===== config.mk =====
export PLATFORM = sky130hd
export DESIGN_NAME = prs_sequencer
export DESIGN_NICKNAME = d
export VERILOG_FILES = /design/src/prs_pkg.sv /design/src/prs_cnt_if.sv /design/src/prs_sequencer.sv /design/src/prs_tick_counter.sv /design/src/prs_bo_filter.sv
export SDC_FILE = /design/constraint.sdc
export NUM_CORES = 1
export LEC_CHECK = 0
export ABC_AREA = 1
export ABC_CLOCK_PERIOD_IN_PS = 3000
export BUFFER_PORTS_ARGS = -buffer_cell sky130_fd_sc_hd__buf_2
export CAP_MARGIN = 5
export CORE_MARGIN = 5
export CORE_UTILIZATION = 54
export DETAILED_ROUTE_END_ITERATION = 8
export MAX_ROUTING_LAYER = met4
export PLACE_DENSITY = 0.79
export SLEW_MARGIN = 20
export SYNTH_ARGS = -nofsm -noshare
export SYNTH_HDL_FRONTEND = slang
export SYNTH_SLANG_ARGS = --single-unit

===== constraint.sdc =====
create_clock -name clock -period 3 [get_ports clock]
set_input_delay 0 -clock clock [delete_from_list [all_inputs] [get_ports clock]]
set_output_delay 0 -clock clock [all_outputs]
set_load 0.03 [all_outputs]

===== src/prs_pkg.sv =====
// Constants and types shared by the power-up reset sequencer
package prs_pkg;
    // Timing
    localparam int CLK_MHZ = 40;
    localparam int BO_FILTER_TIME_US = 100;
    localparam int BO_FILTER_CYCLES = BO_FILTER_TIME_US * CLK_MHZ;
    localparam int BO_CNT_W = 12;
    localparam int POWERUP_TIMER_TIME_US = 72000;
    localparam int RC_TICK_PERIOD_US = 1000;
    localparam int POWERUP_TIMER_TICKS = POWERUP_TIMER_TIME_US / RC_TICK_PERIOD_US;
    localparam int OST_CYCLES = 1024;
    localparam int CNT_W = 16;

    // Register byte offsets
    localparam logic [4:0] OFS_POWER_STATUS = 5'h00;
    localparam logic [4:0] OFS_SEQ_STATE = 5'h04;
    localparam logic [4:0] OFS_IRQ_STATUS = 5'h08;
    localparam logic [4:0] OFS_IRQ_CLEAR = 5'h0C;
    localparam logic [4:0] OFS_IRQ_ENABLE = 5'h10;

    // Power status fields
    localparam int BIT_BOR_FLAG = 0;
    localparam int BIT_POR_FLAG = 1;
    localparam logic [1:0] POWER_STATUS_RST = 2'h0;

    // Interrupt fields
    localparam int IRQ_W = 3;
    localparam int IRQ_POR = 0;
    localparam int IRQ_BROWNOUT = 1;
    localparam int IRQ_RELEASE = 2;
    localparam logic [2:0] IRQ_EN_RST = 3'h0;

    // Oscillator modes
    typedef enum logic [1:0] {
        OSC_LOW_POWER_CRYSTAL,
        OSC_CRYSTAL_MEDIUM,
        OSC_HIGH_SPEED_CRYSTAL,
        OSC_RESISTOR_CAPACITOR
    } prs_osc_mode_t;

    // Sequencer states
    typedef enum logic [2:0] {
        ST_POWER_ON,
        ST_BROWNOUT,
        ST_POWERUP_TIMER,
        ST_OSC_STARTUP,
        ST_RUN,
        ST_WAKE_STARTUP
    } prs_state_t;
endpackage : prs_pkg


===== src/prs_cnt_if.sv =====
// Control and status of one tick counter
interface prs_cnt_if;
    logic start;
    logic tick;
    logic [prs_pkg::CNT_W-1:0] limit;
    logic busy;
    logic done;
    modport ctl (output start, output tick, output limit, input busy, input done);
    modport cnt (input start, input tick, input limit, output busy, output done);
endinterface : prs_cnt_if


===== src/prs_sequencer.sv =====
// Power-up reset sequencer with Avalon-MM status registers
//
// The Avalon-MM interface to the registers and the address map were chosen for this implementation.
module prs_sequencer #(
    parameter logic [15:0] POWERUP_TIMER_TICKS = prs_pkg::POWERUP_TIMER_TICKS[15:0]
) (
    input wire logic clock,
    input wire logic rst_n,
    input wire logic power_on_pulse,
    input wire logic brownout_below,
    input wire logic master_clear_pin_n,
    input wire logic rc_tick,
    input wire logic osc_tick,
    input wire logic sleep_wake,
    input wire logic brownout_enable_cfg,
    input wire logic powerup_timer_enable_n,
    input wire logic [1:0] osc_mode,
    input wire logic [4:0] avs_address,
    input wire logic avs_read,
    input wire logic avs_write,
    input wire logic [31:0] avs_writedata,
    input wire logic [3:0] avs_byteenable,
    output logic [31:0] avs_readdata,
    output logic avs_waitrequest,
    output logic chip_reset,
    output logic clock_hold,
    output logic irq
);
    // Reset release synchroniser
    logic rst_meta_q;
    logic rst_sync_q;
    always_ff @(posedge clock or negedge rst_n) begin
        if (!rst_n) begin
            rst_meta_q <= 1'b0;
            rst_sync_q <= 1'b0;
        end else begin
            rst_meta_q <= 1'b1;
            rst_sync_q <= rst_meta_q;
        end
    end
    wire logic rst_i_n = rst_sync_q;

    function automatic logic is_crystal(input logic [1:0] mode);
        is_crystal = (mode != prs_pkg::OSC_RESISTOR_CAPACITOR);
    endfunction : is_crystal

    // Counters
    prs_cnt_if powerup_timer_if ();
    prs_cnt_if ost_if ();

    prs_tick_counter u_powerup_timer (
        .clock(clock),
        .rst_n(rst_i_n),
        .cif(powerup_timer_if)
    );

    prs_tick_counter u_ost (
        .clock(clock),
        .rst_n(rst_i_n),
        .cif(ost_if)
    );

    // Brown-out filter
    wire logic bo_trip;
    prs_bo_filter u_bo (
        .clock(clock),
        .rst_n(rst_i_n),
        .enable(brownout_enable_cfg),
        .below(brownout_below),
        .trip(bo_trip)
    );

    // Sequencer
    prs_pkg::prs_state_t state_q;
    prs_pkg::prs_state_t state_d;
    logic after_por_q;
    logic after_por_d;

    wire logic powerup_timer_on = !powerup_timer_enable_n || brownout_enable_cfg;
    wire logic crystal = is_crystal(osc_mode);
    wire logic powerup_timer_start;
    wire logic ost_start;
    wire logic released;

    always_comb begin
        state_d = state_q;
        after_por_d = after_por_q;
        if (power_on_pulse) begin
            state_d = prs_pkg::ST_POWER_ON;
            after_por_d = 1'b1;
        end else if (bo_trip) begin
            state_d = prs_pkg::ST_BROWNOUT;
            after_por_d = 1'b0;
        end else begin
            case (state_q)
                prs_pkg::ST_POWER_ON: begin
                    if (powerup_timer_on) begin
                        state_d = prs_pkg::ST_POWERUP_TIMER;
                    end else if (crystal) begin
                        state_d = prs_pkg::ST_OSC_STARTUP;
                    end else begin
                        state_d = prs_pkg::ST_RUN;
                    end
                end
                prs_pkg::ST_BROWNOUT: begin
                    if (!brownout_below) begin
                        state_d = prs_pkg::ST_POWERUP_TIMER;
                    end
                end
                prs_pkg::ST_POWERUP_TIMER: begin
                    if (powerup_timer_if.done) begin
                        if (crystal && after_por_q) begin
                            state_d = prs_pkg::ST_OSC_STARTUP;
                        end else begin
                            state_d = prs_pkg::ST_RUN;
                        end
                    end
                end
                prs_pkg::ST_OSC_STARTUP: begin
                    if (ost_if.done) begin
                        state_d = prs_pkg::ST_RUN;
                    end
                end
                prs_pkg::ST_RUN: begin
                    if (sleep_wake && crystal) begin
                        state_d = prs_pkg::ST_WAKE_STARTUP;
                    end
                end
                prs_pkg::ST_WAKE_STARTUP: begin
                    if (ost_if.done) begin
                        state_d = prs_pkg::ST_RUN;
                    end
                end
                default: begin
                    state_d = prs_pkg::ST_POWER_ON;
                end
            endcase
        end
    end

    // Counter start and release pulses on state entry
    assign powerup_timer_start = (state_d == prs_pkg::ST_POWERUP_TIMER)
        && ((state_q != prs_pkg::ST_POWERUP_TIMER) || power_on_pulse || bo_trip);
    assign ost_start = ((state_d == prs_pkg::ST_OSC_STARTUP) && (state_q != prs_pkg::ST_OSC_STARTUP))
        || ((state_d == prs_pkg::ST_WAKE_STARTUP) && (state_q != prs_pkg::ST_WAKE_STARTUP));
    assign released = (state_d == prs_pkg::ST_RUN) && (state_q != prs_pkg::ST_RUN);

    assign powerup_timer_if.start = powerup_timer_start;
    assign powerup_timer_if.tick = rc_tick;
    assign powerup_timer_if.limit = POWERUP_TIMER_TICKS;
    assign ost_if.start = ost_start;
    assign ost_if.tick = osc_tick;
    assign ost_if.limit = prs_pkg::OST_CYCLES[15:0];

    always_ff @(posedge clock or negedge rst_i_n) begin
        if (!rst_i_n) begin
            state_q <= prs_pkg::ST_POWER_ON;
            after_por_q <= 1'b1;
        end else begin
            state_q <= state_d;
            after_por_q <= after_por_d;
        end
    end

    // Reset and clock hold outputs
    wire logic in_seq = (state_d != prs_pkg::ST_RUN) && (state_d != prs_pkg::ST_WAKE_STARTUP);
    logic chip_reset_q;
    logic clock_hold_q;
    always_ff @(posedge clock or negedge rst_i_n) begin
        if (!rst_i_n) begin
            chip_reset_q <= 1'b1;
            clock_hold_q <= 1'b0;
        end else begin
            // Master clear acts alone once time-outs are over
            chip_reset_q <= in_seq || !master_clear_pin_n;
            clock_hold_q <= (state_d == prs_pkg::ST_WAKE_STARTUP);
        end
    end
    assign chip_reset = chip_reset_q;
    assign clock_hold = clock_hold_q;

    // Bus decode
    wire logic req = avs_read || avs_write;
    logic waitrequest_q;
    wire logic access = req && !waitrequest_q;
    wire logic wr_en = avs_write && access && avs_byteenable[0];
    wire logic sel_power = (avs_address == prs_pkg::OFS_POWER_STATUS);
    wire logic sel_state = (avs_address == prs_pkg::OFS_SEQ_STATE);
    wire logic sel_ist = (avs_address == prs_pkg::OFS_IRQ_STATUS);
    wire logic sel_iclr = (avs_address == prs_pkg::OFS_IRQ_CLEAR);
    wire logic sel_ien = (avs_address == prs_pkg::OFS_IRQ_ENABLE);

    // Power status flags
    logic [1:0] power_q;
    logic [1:0] power_d;
    always_comb begin
        power_d = power_q;
        if (wr_en && sel_power) begin
            power_d = avs_writedata[1:0];
        end
        // Hardware clear wins over a software write
        if (power_on_pulse) begin
            power_d[prs_pkg::BIT_POR_FLAG] = 1'b0;
        end
        if (bo_trip) begin
            power_d[prs_pkg::BIT_BOR_FLAG] = 1'b0;
        end
    end
    always_ff @(posedge clock or negedge rst_i_n) begin
        if (!rst_i_n) begin
            power_q <= prs_pkg::POWER_STATUS_RST;
        end else begin
            power_q <= power_d;
        end
    end

    // Interrupt status, clear and enable
    logic [2:0] ist_q;
    logic [2:0] ist_d;
    logic [2:0] ien_q;
    logic irq_q;
    wire logic [2:0] ev = {released, bo_trip, power_on_pulse};
    wire logic [2:0] clr = (wr_en && sel_iclr) ? avs_writedata[2:0] : 3'h0;
    assign ist_d = (ist_q & ~clr) | ev;
    always_ff @(posedge clock or negedge rst_i_n) begin
        if (!rst_i_n) begin
            ist_q <= 3'h0;
            ien_q <= prs_pkg::IRQ_EN_RST;
            irq_q <= 1'b0;
        end else begin
            ist_q <= ist_d;
            if (wr_en && sel_ien) begin
                ien_q <= avs_writedata[2:0];
            end
            irq_q <= |(ist_d & ien_q);
        end
    end
    assign irq = irq_q;

    // Read data and one wait state
    wire logic [31:0] rd_mux =
        sel_power ? {30'h0, power_q} :
        sel_state ? {24'h0, chip_reset_q, clock_hold_q, powerup_timer_if.busy, ost_if.busy,
                     after_por_q, 3'(state_q)} :
        sel_ist ? {29'h0, ist_q} :
        sel_ien ? {29'h0, ien_q} :
        32'h0000_0000;
    logic [31:0] readdata_q;
    always_ff @(posedge clock or negedge rst_i_n) begin
        if (!rst_i_n) begin
            waitrequest_q <= 1'b1;
            readdata_q <= 32'h0000_0000;
        end else begin
            waitrequest_q <= !(req && waitrequest_q);
            if (avs_read && waitrequest_q) begin
                readdata_q <= rd_mux;
            end
        end
    end
    assign avs_readdata = readdata_q;
    assign avs_waitrequest = waitrequest_q;
endmodule : prs_sequencer


===== src/prs_tick_counter.sv =====
// Counts ticks up to a limit after a start pulse
module prs_tick_counter (
    input wire logic clock,
    input wire logic rst_n,
    prs_cnt_if.cnt cif
);
    logic [prs_pkg::CNT_W-1:0] count_q;
    logic busy_q;
    logic done_q;
    wire logic last_tick = busy_q && cif.tick && (count_q == cif.limit - 16'h0001);

    always_ff @(posedge clock or negedge rst_n) begin
        if (!rst_n) begin
            count_q <= 16'h0000;
            busy_q <= 1'b0;
            done_q <= 1'b0;
        end else begin
            done_q <= 1'b0;
            if (cif.start) begin
                // Restart wins over a running count
                count_q <= 16'h0000;
                busy_q <= 1'b1;
            end else if (last_tick) begin
                busy_q <= 1'b0;
                done_q <= 1'b1;
            end else if (busy_q && cif.tick) begin
                count_q <= count_q + 16'h0001;
            end
        end
    end

    assign cif.busy = busy_q;
    assign cif.done = done_q;
endmodule : prs_tick_counter


===== src/prs_bo_filter.sv =====
// Rejects brown-out dips shorter than the filter time
module prs_bo_filter (
    input wire logic clock,
    input wire logic rst_n,
    input wire logic enable,
    input wire logic below,
    output logic trip
);
    logic [prs_pkg::BO_CNT_W-1:0] cnt_q;
    logic trip_q;
    localparam logic [prs_pkg::BO_CNT_W-1:0] LIMIT = prs_pkg::BO_FILTER_CYCLES[prs_pkg::BO_CNT_W-1:0];
    wire logic low_long = enable && below && (cnt_q == LIMIT);

    always_ff @(posedge clock or negedge rst_n) begin
        if (!rst_n) begin
            cnt_q <= 12'h000;
            trip_q <= 1'b0;
        end else begin
            if (!(enable && below)) begin
                cnt_q <= 12'h000;
            end else if (cnt_q != LIMIT) begin
                cnt_q <= cnt_q + 12'h001;
            end
            trip_q <= low_long;
        end
    end

    assign trip = trip_q;
endmodule : prs_bo_filter


Word-level counts from Yosys, hierarchy flattened
Index checks and enable logic that the tools add are counted.
Operators by class
  add/subtract/negate cells: 3
  eq/ne operators: 27
  muxes and demuxes: 36
  bitwise gates (word level): 4
  reduce and logical (&&, ||, !) cells: 44
Operator list (number)
  2-to-1 mux 16 bit: 6
  2-to-1 mux 3 bit: 12
  adder 16 x 1 -> 16 bit, second input constant: 2
  2-to-1 mux 12 bit: 2
  logical AND 1 bit: 21
  equality test 16 x 10 -> 1 bit, second input constant: 1
  equality test 16 x 7 -> 1 bit, second input constant: 1
  2-to-1 mux 8 bit: 2
  case mux 3 bit (5 select lines): 1
  nonzero test 2 bit: 7
  adder 12 x 1 -> 12 bit, second input constant: 1
  equality test 12 bit, second input constant: 1
  equality test 3 x 2 -> 1 bit, second input constant: 4
  equality test 3 bit, second input constant: 4
  2-to-1 mux 1 bit: 12
  inequality test 12 bit, second input constant: 1
  inequality test 3 bit, second input constant: 4
  equality test 5 x 4 -> 1 bit, second input constant: 2
  inequality test 2 bit, second input constant: 4
  AND 3 bit: 2
  logical OR 1 bit: 6
  inequality test 3 x 2 -> 1 bit, second input constant: 2
  equality test 5 x 3 -> 1 bit, second input constant: 1
  equality test 5 bit, second input constant: 1
  other kinds (10): 14
Storage, ports and cells
  register bits: 99
  input port bits: 55
  output and inout bits: 36
  word-level logic and storage cells: 135

Depth between registers and ports, before layout
Gate-level depths: netlist of the first run.
  depth in word-level cells: 12
  gate-level depth with buffers: 12
  depth with buffers taken out: 12

Modules after synthesis
From an unflattened synthesis of the first run, not the netlist that was laid out.
Unflattened totals
  cells, all modules: 927
  area total of the unflattened synthesis: 6281.0 sq um
Modules (own cells, without submodules)
  prs_tick_counter: instances 2, cells an instance 308, area each 1996.9 sq um, seq. area each 450.4 sq um
  prs_sequencer: instances 1, cells an instance 199, area each 1521.5 sq um, seq. area each 654.4 sq um
  prs_bo_filter: instances 1, cells an instance 112, area each 765.7 sq um, seq. area each 325.3 sq um

Worst setup path after synthesis of the first run
OpenSTA, ideal clock, no wires.
  kind: flip-flop to flip-flop
  start: register u_ost.count_q[0] (netlist bit)
  end: register u_ost.count_q[11] (netlist bit)
  setup time: 0.124 ns
  data arrival time: 1.593 ns
  required time: 2.876 ns
  path slack: 1.284 ns
  stages on the path, launching flop included: 12
  buffers on the path: 1
  clock period less this slack: 1.716 ns
  cells stage by stage: dfrtp_1 -> ha_1 -> nand2_1 -> nor2_1 -> nand2_1 -> nor2_1 -> nand2_1 -> nand2_1 -> buf_4 -> nor2_1 -> a21oi_1 -> nor2_4
On the way
  longest elaborated chain between the ends: 4
  elaborated cells between the ends (all ways): 8
  those cells by class: add/sub: 1; eq/ne: 2; mux: 3; reduce/logical: 2
RTL lines
  start, declared: line prs_tick_counter.sv:7  | logic [prs_pkg::CNT_W-1:0] count_q;
  start signal, assigned: line prs_tick_counter.sv:27  | count_q <= count_q + 16'h0001;
  adder 16 x 1 -> 16 bit / equality test 16 x 10 -> 1 bit (equally long branches): line prs_tick_counter.sv:27, prs_tick_counter.sv:10
  2-to-1 mux 16 bit / logical AND 1 bit (equally long branches): line prs_tick_counter.sv:26, prs_tick_counter.sv:10
  2-to-1 mux 16 bit / inequality test 2 bit (equally long branches)
  2-to-1 mux 16 bit / AND reduction 2 bit (equally long branches)
Parallel ways exist; a longest one is shown, timed or not. The select of a mux whose other input is x is not followed.
A chain may end at the register's enable or synchronous reset.

Worst setup path in the final report of the first run
Ends and elaborated chain as after synthesis.

==> results of run 1 <==
## synth_stat cells (2+ instances only)
master and count:
nand2_1 166, nor2_1 77, inv_1 73, dfrtp_1 72, nand3_1 50, buf_4 26
o21ai_0 24, a21oi_1 18, nor3_1 17, nand4_1 16, nor2_4 10, xor2_1 6
inv_2 5, nor2_2 5, ha_1 4, a31oi_1 3, buf_2 3, dfstp_2 3
nand3_2 3, clkbuf_1 2, conb_1 2, or2_2 2
## worst min-delay path, cell delays in order
cell and delay (ps):
buf_2 100, nor3_1 80, nand2_1 70, a41oi_1 90
## power by group
part | switching (W) | internal [W]
combinational | 0.000429 | 0.000229
sequential | 0.000154 | 0.00116
clock | 0.000376 | 0.000539
## area by class of cell
class | count | area, sq um | share of cell area (%)
clock buffer | 13 | 169 | 3.44
tap | 105 | 131 | 2.68
multi-input combinational | 438 | 2070 | 42.2
inverter | 78 | 293 | 5.96
clock inverter | 3 | 68.8 | 1.40
sequential | 75 | 1880 | 38.3
timing repair buffer | 47 | 295 | 6.01
## path summary, 6_finish.rpt
| check | from | endpoint | slack (ps) |
|---|---|---|---|
| setup / recovery | u_ost.count_q[0] | u_ost.count_q[11] | 850 |
| max in group asynchronous | rst_i_n | avs_waitrequest | 1810 |
| hold / removal | avs_address[3] | avs_readdata[0] | 20 |
| min in group asynchronous | rst_i_n | u_bo.cnt_q[5] | 370 |
| setup reg to reg | u_ost.count_q[0] | u_ost.count_q[11] | 850 |
| hold reg to reg | rst_meta_q | rst_i_n | 350 |
## cells by family after synthesis
family / synth area share (%)
flip-flops: 42.8
adder cells (fa/ha/maj): 1.14
AND/OR/NAND/NOR: 35.8
XOR/XNOR: 1.39
other: 0.171
buffers and inverters: 12.1
AO/OA/AOI/OAI: 6.69
## per-stage QoR
stage / setup WS (ps) / instances / utilization [%] / area, sq um
2_1_floorplan: 762 / 623 / - / 4480
3_3_place_gp: 1010 / 732 / 56.4 / 4560
3_5_place_dp: 931 / 732 / 56.4 / 4560
4_1_cts: 859 / 759 / 60.7 / 4910
5_1_grt: 651 / 759 / 60.7 / 4910
6_report: 853 / 759 / 60.7 / 4910
## metal layers
metal,up-vias,wire length (um),global-route usage [%]
met1,1799,4150,25.3
met4,0,181,8.08
li1,1947,-,-
met2,121,4300,33.0
met5,-,0,-
met3,23,629,3.82
## repair_timing
action                    4_1_cts  5_1_grt
hold buffers                   11        0
setup buffers                   0        0
hold endpoints to repair       14        0
## registers in the layout, indices dropped and copies added (netlist names)
signal and count:
irq 1, avs_readdata 8, ien_q 3, u_powerup_timer.cif.busy 1
rst_i_n 1, u_ost.cif.busy 1, rst_meta_q 1, clock_hold 1
state_q 3, power_q 2, chip_reset 1, u_ost.cif.done 1
u_powerup_timer.cif.done 1, avs_waitrequest 1, u_powerup_timer.count_q 16, after_por_q 1
u_ost.count_q 16, u_bo.trip 1, ist_q 3, u_bo.cnt_q 12
==> flow_metrics.env, run 1 <==
export IMPL_outcome="complete, no violations"
export IMPL_critPathMaxStageDelay_ps=390
export IMPL_ir_worst_vdd_v=0.000213
export IMPL_slew_headroom_pct=46.0
export IMPL_hpwl_um=6680
export IMPL_cts_path_max_buffers=2
export IMPL_grt_pass1_vias=3695
export IMPL_fp_dieArea_sq_um=10000
export IMPL_synth_area_leaders="dfrtp_1 (41%), nand2_1 (14%), nor2_1 (6.6%)"
export IMPL_route_detailed_drc=0
export IMPL_p_leak_nw=2.43
export IMPL_cp_start_kind="flip-flop"
export IMPL_yosys_warnings=0
export IMPL_synth_top_cell_area_share_pct=41.0
export IMPL_hold_violations=0
export IMPL_syn_inst=600
export IMPL_p_per_area_nw_per_um2=588
export IMPL_rsz0062_at_grt="no"
export IMPL_avgRoutedWirePerCell_um=12.2
export IMPL_fin_skew_ps=8.17
export IMPL_cap_violations=0
export IMPL_max_freq_ghz=0.466
export IMPL_cp_max_fo=12
export IMPL_clk_latency_ps=360
export IMPL_p_total_w=0.00289
export IMPL_slew_viol_final=0
export IMPL_drt_vias_per_instance=5.13
export IMPL_cp_end_kind="flip-flop"
export IMPL_worstRegToRegCells=10
export IMPL_coreArea_sq_um=8090
export IMPL_grt_use_total_pct=20.4
export IMPL_gp_congestion=0.941
export IMPL_synth_top_cell_by_area="dfrtp_1"
export IMPL_ys_seq_area_share_pct=42.8
export IMPL_io_buffer_count=34
export IMPL_pin_count=91
export IMPL_final_cell_mix="nand2_1 (166), nor2_1 (77), inv_1 (73)"
export IMPL_setup_violations=0
export IMPL_ant_nets=0
export IMPL_grt_first_pass_wirelength_um=16300
export IMPL_cts_inserted_buffers=9
export IMPL_cts_sinks=75
export IMPL_crit_family="simple AND/OR/NAND/NOR gates"
export IMPL_layout_commonest_cell="nand2_1"
export IMPL_cts_clk_slew_worst_paths_ps=80
export IMPL_cp_slowest_cell="dfrtp_1"
export IMPL_tightestPinTransition_ps=810
export IMPL_syn_to_final_growth_pct=11.7
export IMPL_yosys_most_used_dff="dfrtp_1"
export IMPL_grt_ovfl_total=0
export IMPL_whs_ps=20.7
export IMPL_path_buf_inv=0
export IMPL_cts_root_buf="clkbuf_8"
export IMPL_cts_tree="built"
export IMPL_drtIter0Drc=160
export IMPL_crit_type="reg -> reg"
export IMPL_period_minus_slack_ps=2150
export IMPL_antenna_found_initial=0
export IMPL_row_count=33
export IMPL_firstDrtPassIters=5
export IMPL_nFillCells=733
export IMPL_die_w_um=100
export IMPL_diodes=0
export IMPL_async_reset_ff_share_pct=100
export IMPL_ys_types=35
export IMPL_crit_arrival_ps=2390
export IMPL_crit_chain="ha_1 > nand2_1 > nor2_1 > nand2_1 > nor2_1 > nand2_1 > nand2_1 > nor2_1 > a21oi_1 > nor2_4"
export IMPL_hold_class="in -> reg"
export IMPL_nets=708
export IMPL_syn_area_sq_um=4400
export IMPL_setup_tns_ps=0
export IMPL_hold_depth=4
export IMPL_cts_max_level=3
export IMPL_crit_top_cell="nand2_1"
export IMPL_worst_path_stages=10
export IMPL_ys_ff_latch=75
export IMPL_synth_edff_count=0
export IMPL_finalCritPeriodShare_pct=71.6
export IMPL_cts_resized=0
export IMPL_drive_gt1_share_pct=13.0
export IMPL_cp_required_ps=3240
export IMPL_vias=3890
export IMPL_start_util_pct=54.3
export IMPL_die_y_um=100
export IMPL_finalWirelength_um=9260
export IMPL_avgSynthCellArea_sq_um=7.33
export IMPL_grt_max_degree=39
(Power assumes the default switching activity.)
==> run 2: changes to the inputs <==
--- a/config.mk
+++ b/config.mk
@@ -6,7 +6,7 @@
 export NUM_CORES = 1
 export LEC_CHECK = 0
 export ABC_AREA = 1
-export ABC_CLOCK_PERIOD_IN_PS = 3000
+export ABC_CLOCK_PERIOD_IN_PS = 2100
 export BUFFER_PORTS_ARGS = -buffer_cell sky130_fd_sc_hd__buf_2
 export CAP_MARGIN = 5
 export CORE_MARGIN = 5
==> constraint.sdc (replaced) <==
create_clock -name clock -period 2.1 [get_ports clock]
set_input_delay 0 -clock clock [delete_from_list [all_inputs] [get_ports clock]]
set_output_delay 0 -clock clock [all_outputs]
set_load 0.03 [all_outputs]
==> flow_metrics.env, run 2 (synthesis results as in run 1) <==
export IMPL_top_regs="u_ost.count_q x16, u_powerup_timer.count_q x16, u_bo.cnt_q x12"
export IMPL_row_count=33
export IMPL_crit_type="reg -> reg"
export IMPL_drt_vias_per_instance=5.16
export IMPL_outcome="complete, no violations"
export IMPL_grt_ovfl_total=0
export IMPL_p_int_w=0.00243
export IMPL_nFillCells=714
export IMPL_worstRegToRegCells=10
export IMPL_die_w_um=100
export IMPL_clockPowerShare_pct=26.4
export IMPL_start_util_pct=54.3
export IMPL_grt_first_pass_wirelength_um=16300
export IMPL_cp_end_kind="flip-flop"
export IMPL_io_buffer_count=34
export IMPL_dp_cells=736
export IMPL_syn_to_final_growth_pct=11.3
export IMPL_drive_gt1_share_pct=13.8
export IMPL_grt_max_degree=46
export IMPL_layout_cells_non_filler=764
export IMPL_cts_max_level=3
export IMPL_grt_use_total_pct=20.5
export IMPL_p_per_area_nw_per_um2=787
export IMPL_crit_arrival_ps=2170
export IMPL_cp_required_ps=2330
export IMPL_regToRegStartpoint="state_q[1]"
export IMPL_p_leak_nw=2.42
export IMPL_vias=3939
export IMPL_hold_violations=0
export IMPL_switching_share_pct=36.9
export IMPL_hpwl_um=6900
export IMPL_cp_endpoint="u_ost.count_q[1]"
export IMPL_max_freq_ghz=0.516
export IMPL_cts_clk_slew_worst_paths_ps=80
export IMPL_startpoint="state_q[1]"
export IMPL_slew_headroom_pct=61.5
export IMPL_avgRoutedWirePerCell_um=12.4
export IMPL_pwr_share_seq_pct=48.3
export IMPL_cp_max_fo=17
export IMPL_finalWirelength_um=9490
export IMPL_fin_skew_ps=10.8
export IMPL_die_y_um=100
export IMPL_switching_power_w=0.00142
export IMPL_route_detailed_drc=0
export IMPL_coreArea_sq_um=8090
export IMPL_slew_viol_final=0
export IMPL_tightestPinTransition_ps=578
export IMPL_pin_count=91
export IMPL_drtIter0Drc=189
export IMPL_cp_start_kind="flip-flop"
export IMPL_cts_path_max_buffers=2
export IMPL_cts_root_buf="clkbuf_8"
export IMPL_finalCritPeriodShare_pct=92.4
export IMPL_setup_tns_ps=0
export IMPL_ir_worst_vdd_v=0.000365
export IMPL_cap_violations=0
export IMPL_cts_tree="built"
export IMPL_nets=712
export IMPL_final_cell_mix="nand2_1 (165), nor2_1 (77), inv_1 (73)"
export IMPL_setup_violations=0
export IMPL_hold_class="in -> reg"
export IMPL_firstDrtPassIters=5
export IMPL_r2r_setup_slack_ps=160
export IMPL_layout_commonest_cell="nand2_1"
export IMPL_grt_pass1_vias=3728
export IMPL_fp_dieArea_sq_um=10000
export IMPL_clk_latency_ps=360
export IMPL_r2r_end="u_ost.count_q[1]"
export IMPL_antenna_found_initial=1
export IMPL_cts_sinks=75
export IMPL_combPwrFrac_pct=25.3
export IMPL_ant_nets=0
export IMPL_rsz0062_at_grt="no"
export IMPL_gp_congestion=0.915
export IMPL_period_minus_slack_ps=1940
export IMPL_cts_inserted_buffers=9
export IMPL_p_total_w=0.00385
## run 2: cell types whose count changed in the layout (fill, tap and decap cells not counted), moves of 2 or more
cell,delta
buf_4,+4
bufinv_16,-2
clkbuf_8,-3
clkinv_4,+3
clkinvlp_4,+2
## run 2: timing repair
| item | 4_1_cts | 5_1_grt |
|---|---|---|
| endpoints found under the hold margin | 13 | 0 |
| hold buffers | 11 | 0 |
| resized for setup | 0 | 2 |
| setup buffers | 0 | 0 |
| endpoints found under the setup margin | 0 | 11 |
## run 2: routing by layer
| metal | up-vias | share of wire (%) | track usage (%) |
|---|---|---|---|
| met5 | - | 0 | - |
| met3 | 15 | 7.5 | 5.21 |
| met2 | 125 | 48 | 33.6 |
| li1 | 1963 | - | - |
| met4 | 0 | 1.3 | 6.22 |
| met1 | 1836 | 43 | 24.9 |
## run 2: metrics by stage
| step | area [sq um] | utilization [%] | hold slack [ps] | setup WS (ps) |
|---|---|---|---|---|
| 6_report | 4890 | 60.5 | 29.7 | 160 |
| 4_1_cts | 4880 | 60.3 | 11.3 | 68.2 |
| 3_3_place_gp | 4590 | 56.7 | -213 | 120 |
| 5_1_grt | 4890 | 60.5 | 35.4 | 1.43 |
| 2_1_floorplan | 4480 | - | -296 | 384 |
| 3_5_place_dp | 4590 | 56.7 | -212 | 81.7 |
## run 2: how the worst min path moves through the flow
stage,startpoint,to,slack [ps],depth (start not counted)
after floorplan,rst_n,rst_i_n,-300,0
after global placement,rst_n,rst_meta_q,-210,1
after detailed placement,rst_n,rst_meta_q,-210,1
after CTS,brownout_enable_cfg,u_bo.trip,10,3
after global routing,brownout_enable_cfg,u_bo.cnt_q[11],40,3
final,brownout_enable_cfg,u_bo.cnt_q[11],30,3
## run 2: cell type report
| class | count | area [sq um] | area share (%) |
|---|---|---|---|
| diodes | 1 | 2.50 | 0.0511 |
| clock buffers | 9 | 124 | 2.53 |
| clock inverters | 7 | 55.1 | 1.13 |
| inverters | 78 | 293 | 5.98 |
| multi-input cells | 438 | 2080 | 42.5 |
| flip-flops and latches | 75 | 1880 | 38.5 |
| well taps | 105 | 131 | 2.68 |
| repair buffers | 51 | 325 | 6.65 |
## run 2: worst max-delay path, stage by stage, from the launching register on
cell and delay, ps:
dfrtp_1 480, inv_2 110, nand2_1 90, nor2_1 190
nand2_1 80, nand2_1 80, nor2_2 50, a21oi_4 190
nand3_2 130, nand2_4 330, nor2_1 80
## run 2: power by group through the flow
stage	logic [W]	clock network (W)	registers, W
after floorplan	0.000778	0	0.00187
after global placement	0.000906	0	0.00187
after detailed placement	0.000947	0	0.00188
after CTS	0.000966	0.00104	0.00186
after global routing	0.00110	0.00110	0.00189
final	0.000973	0.00102	0.00186
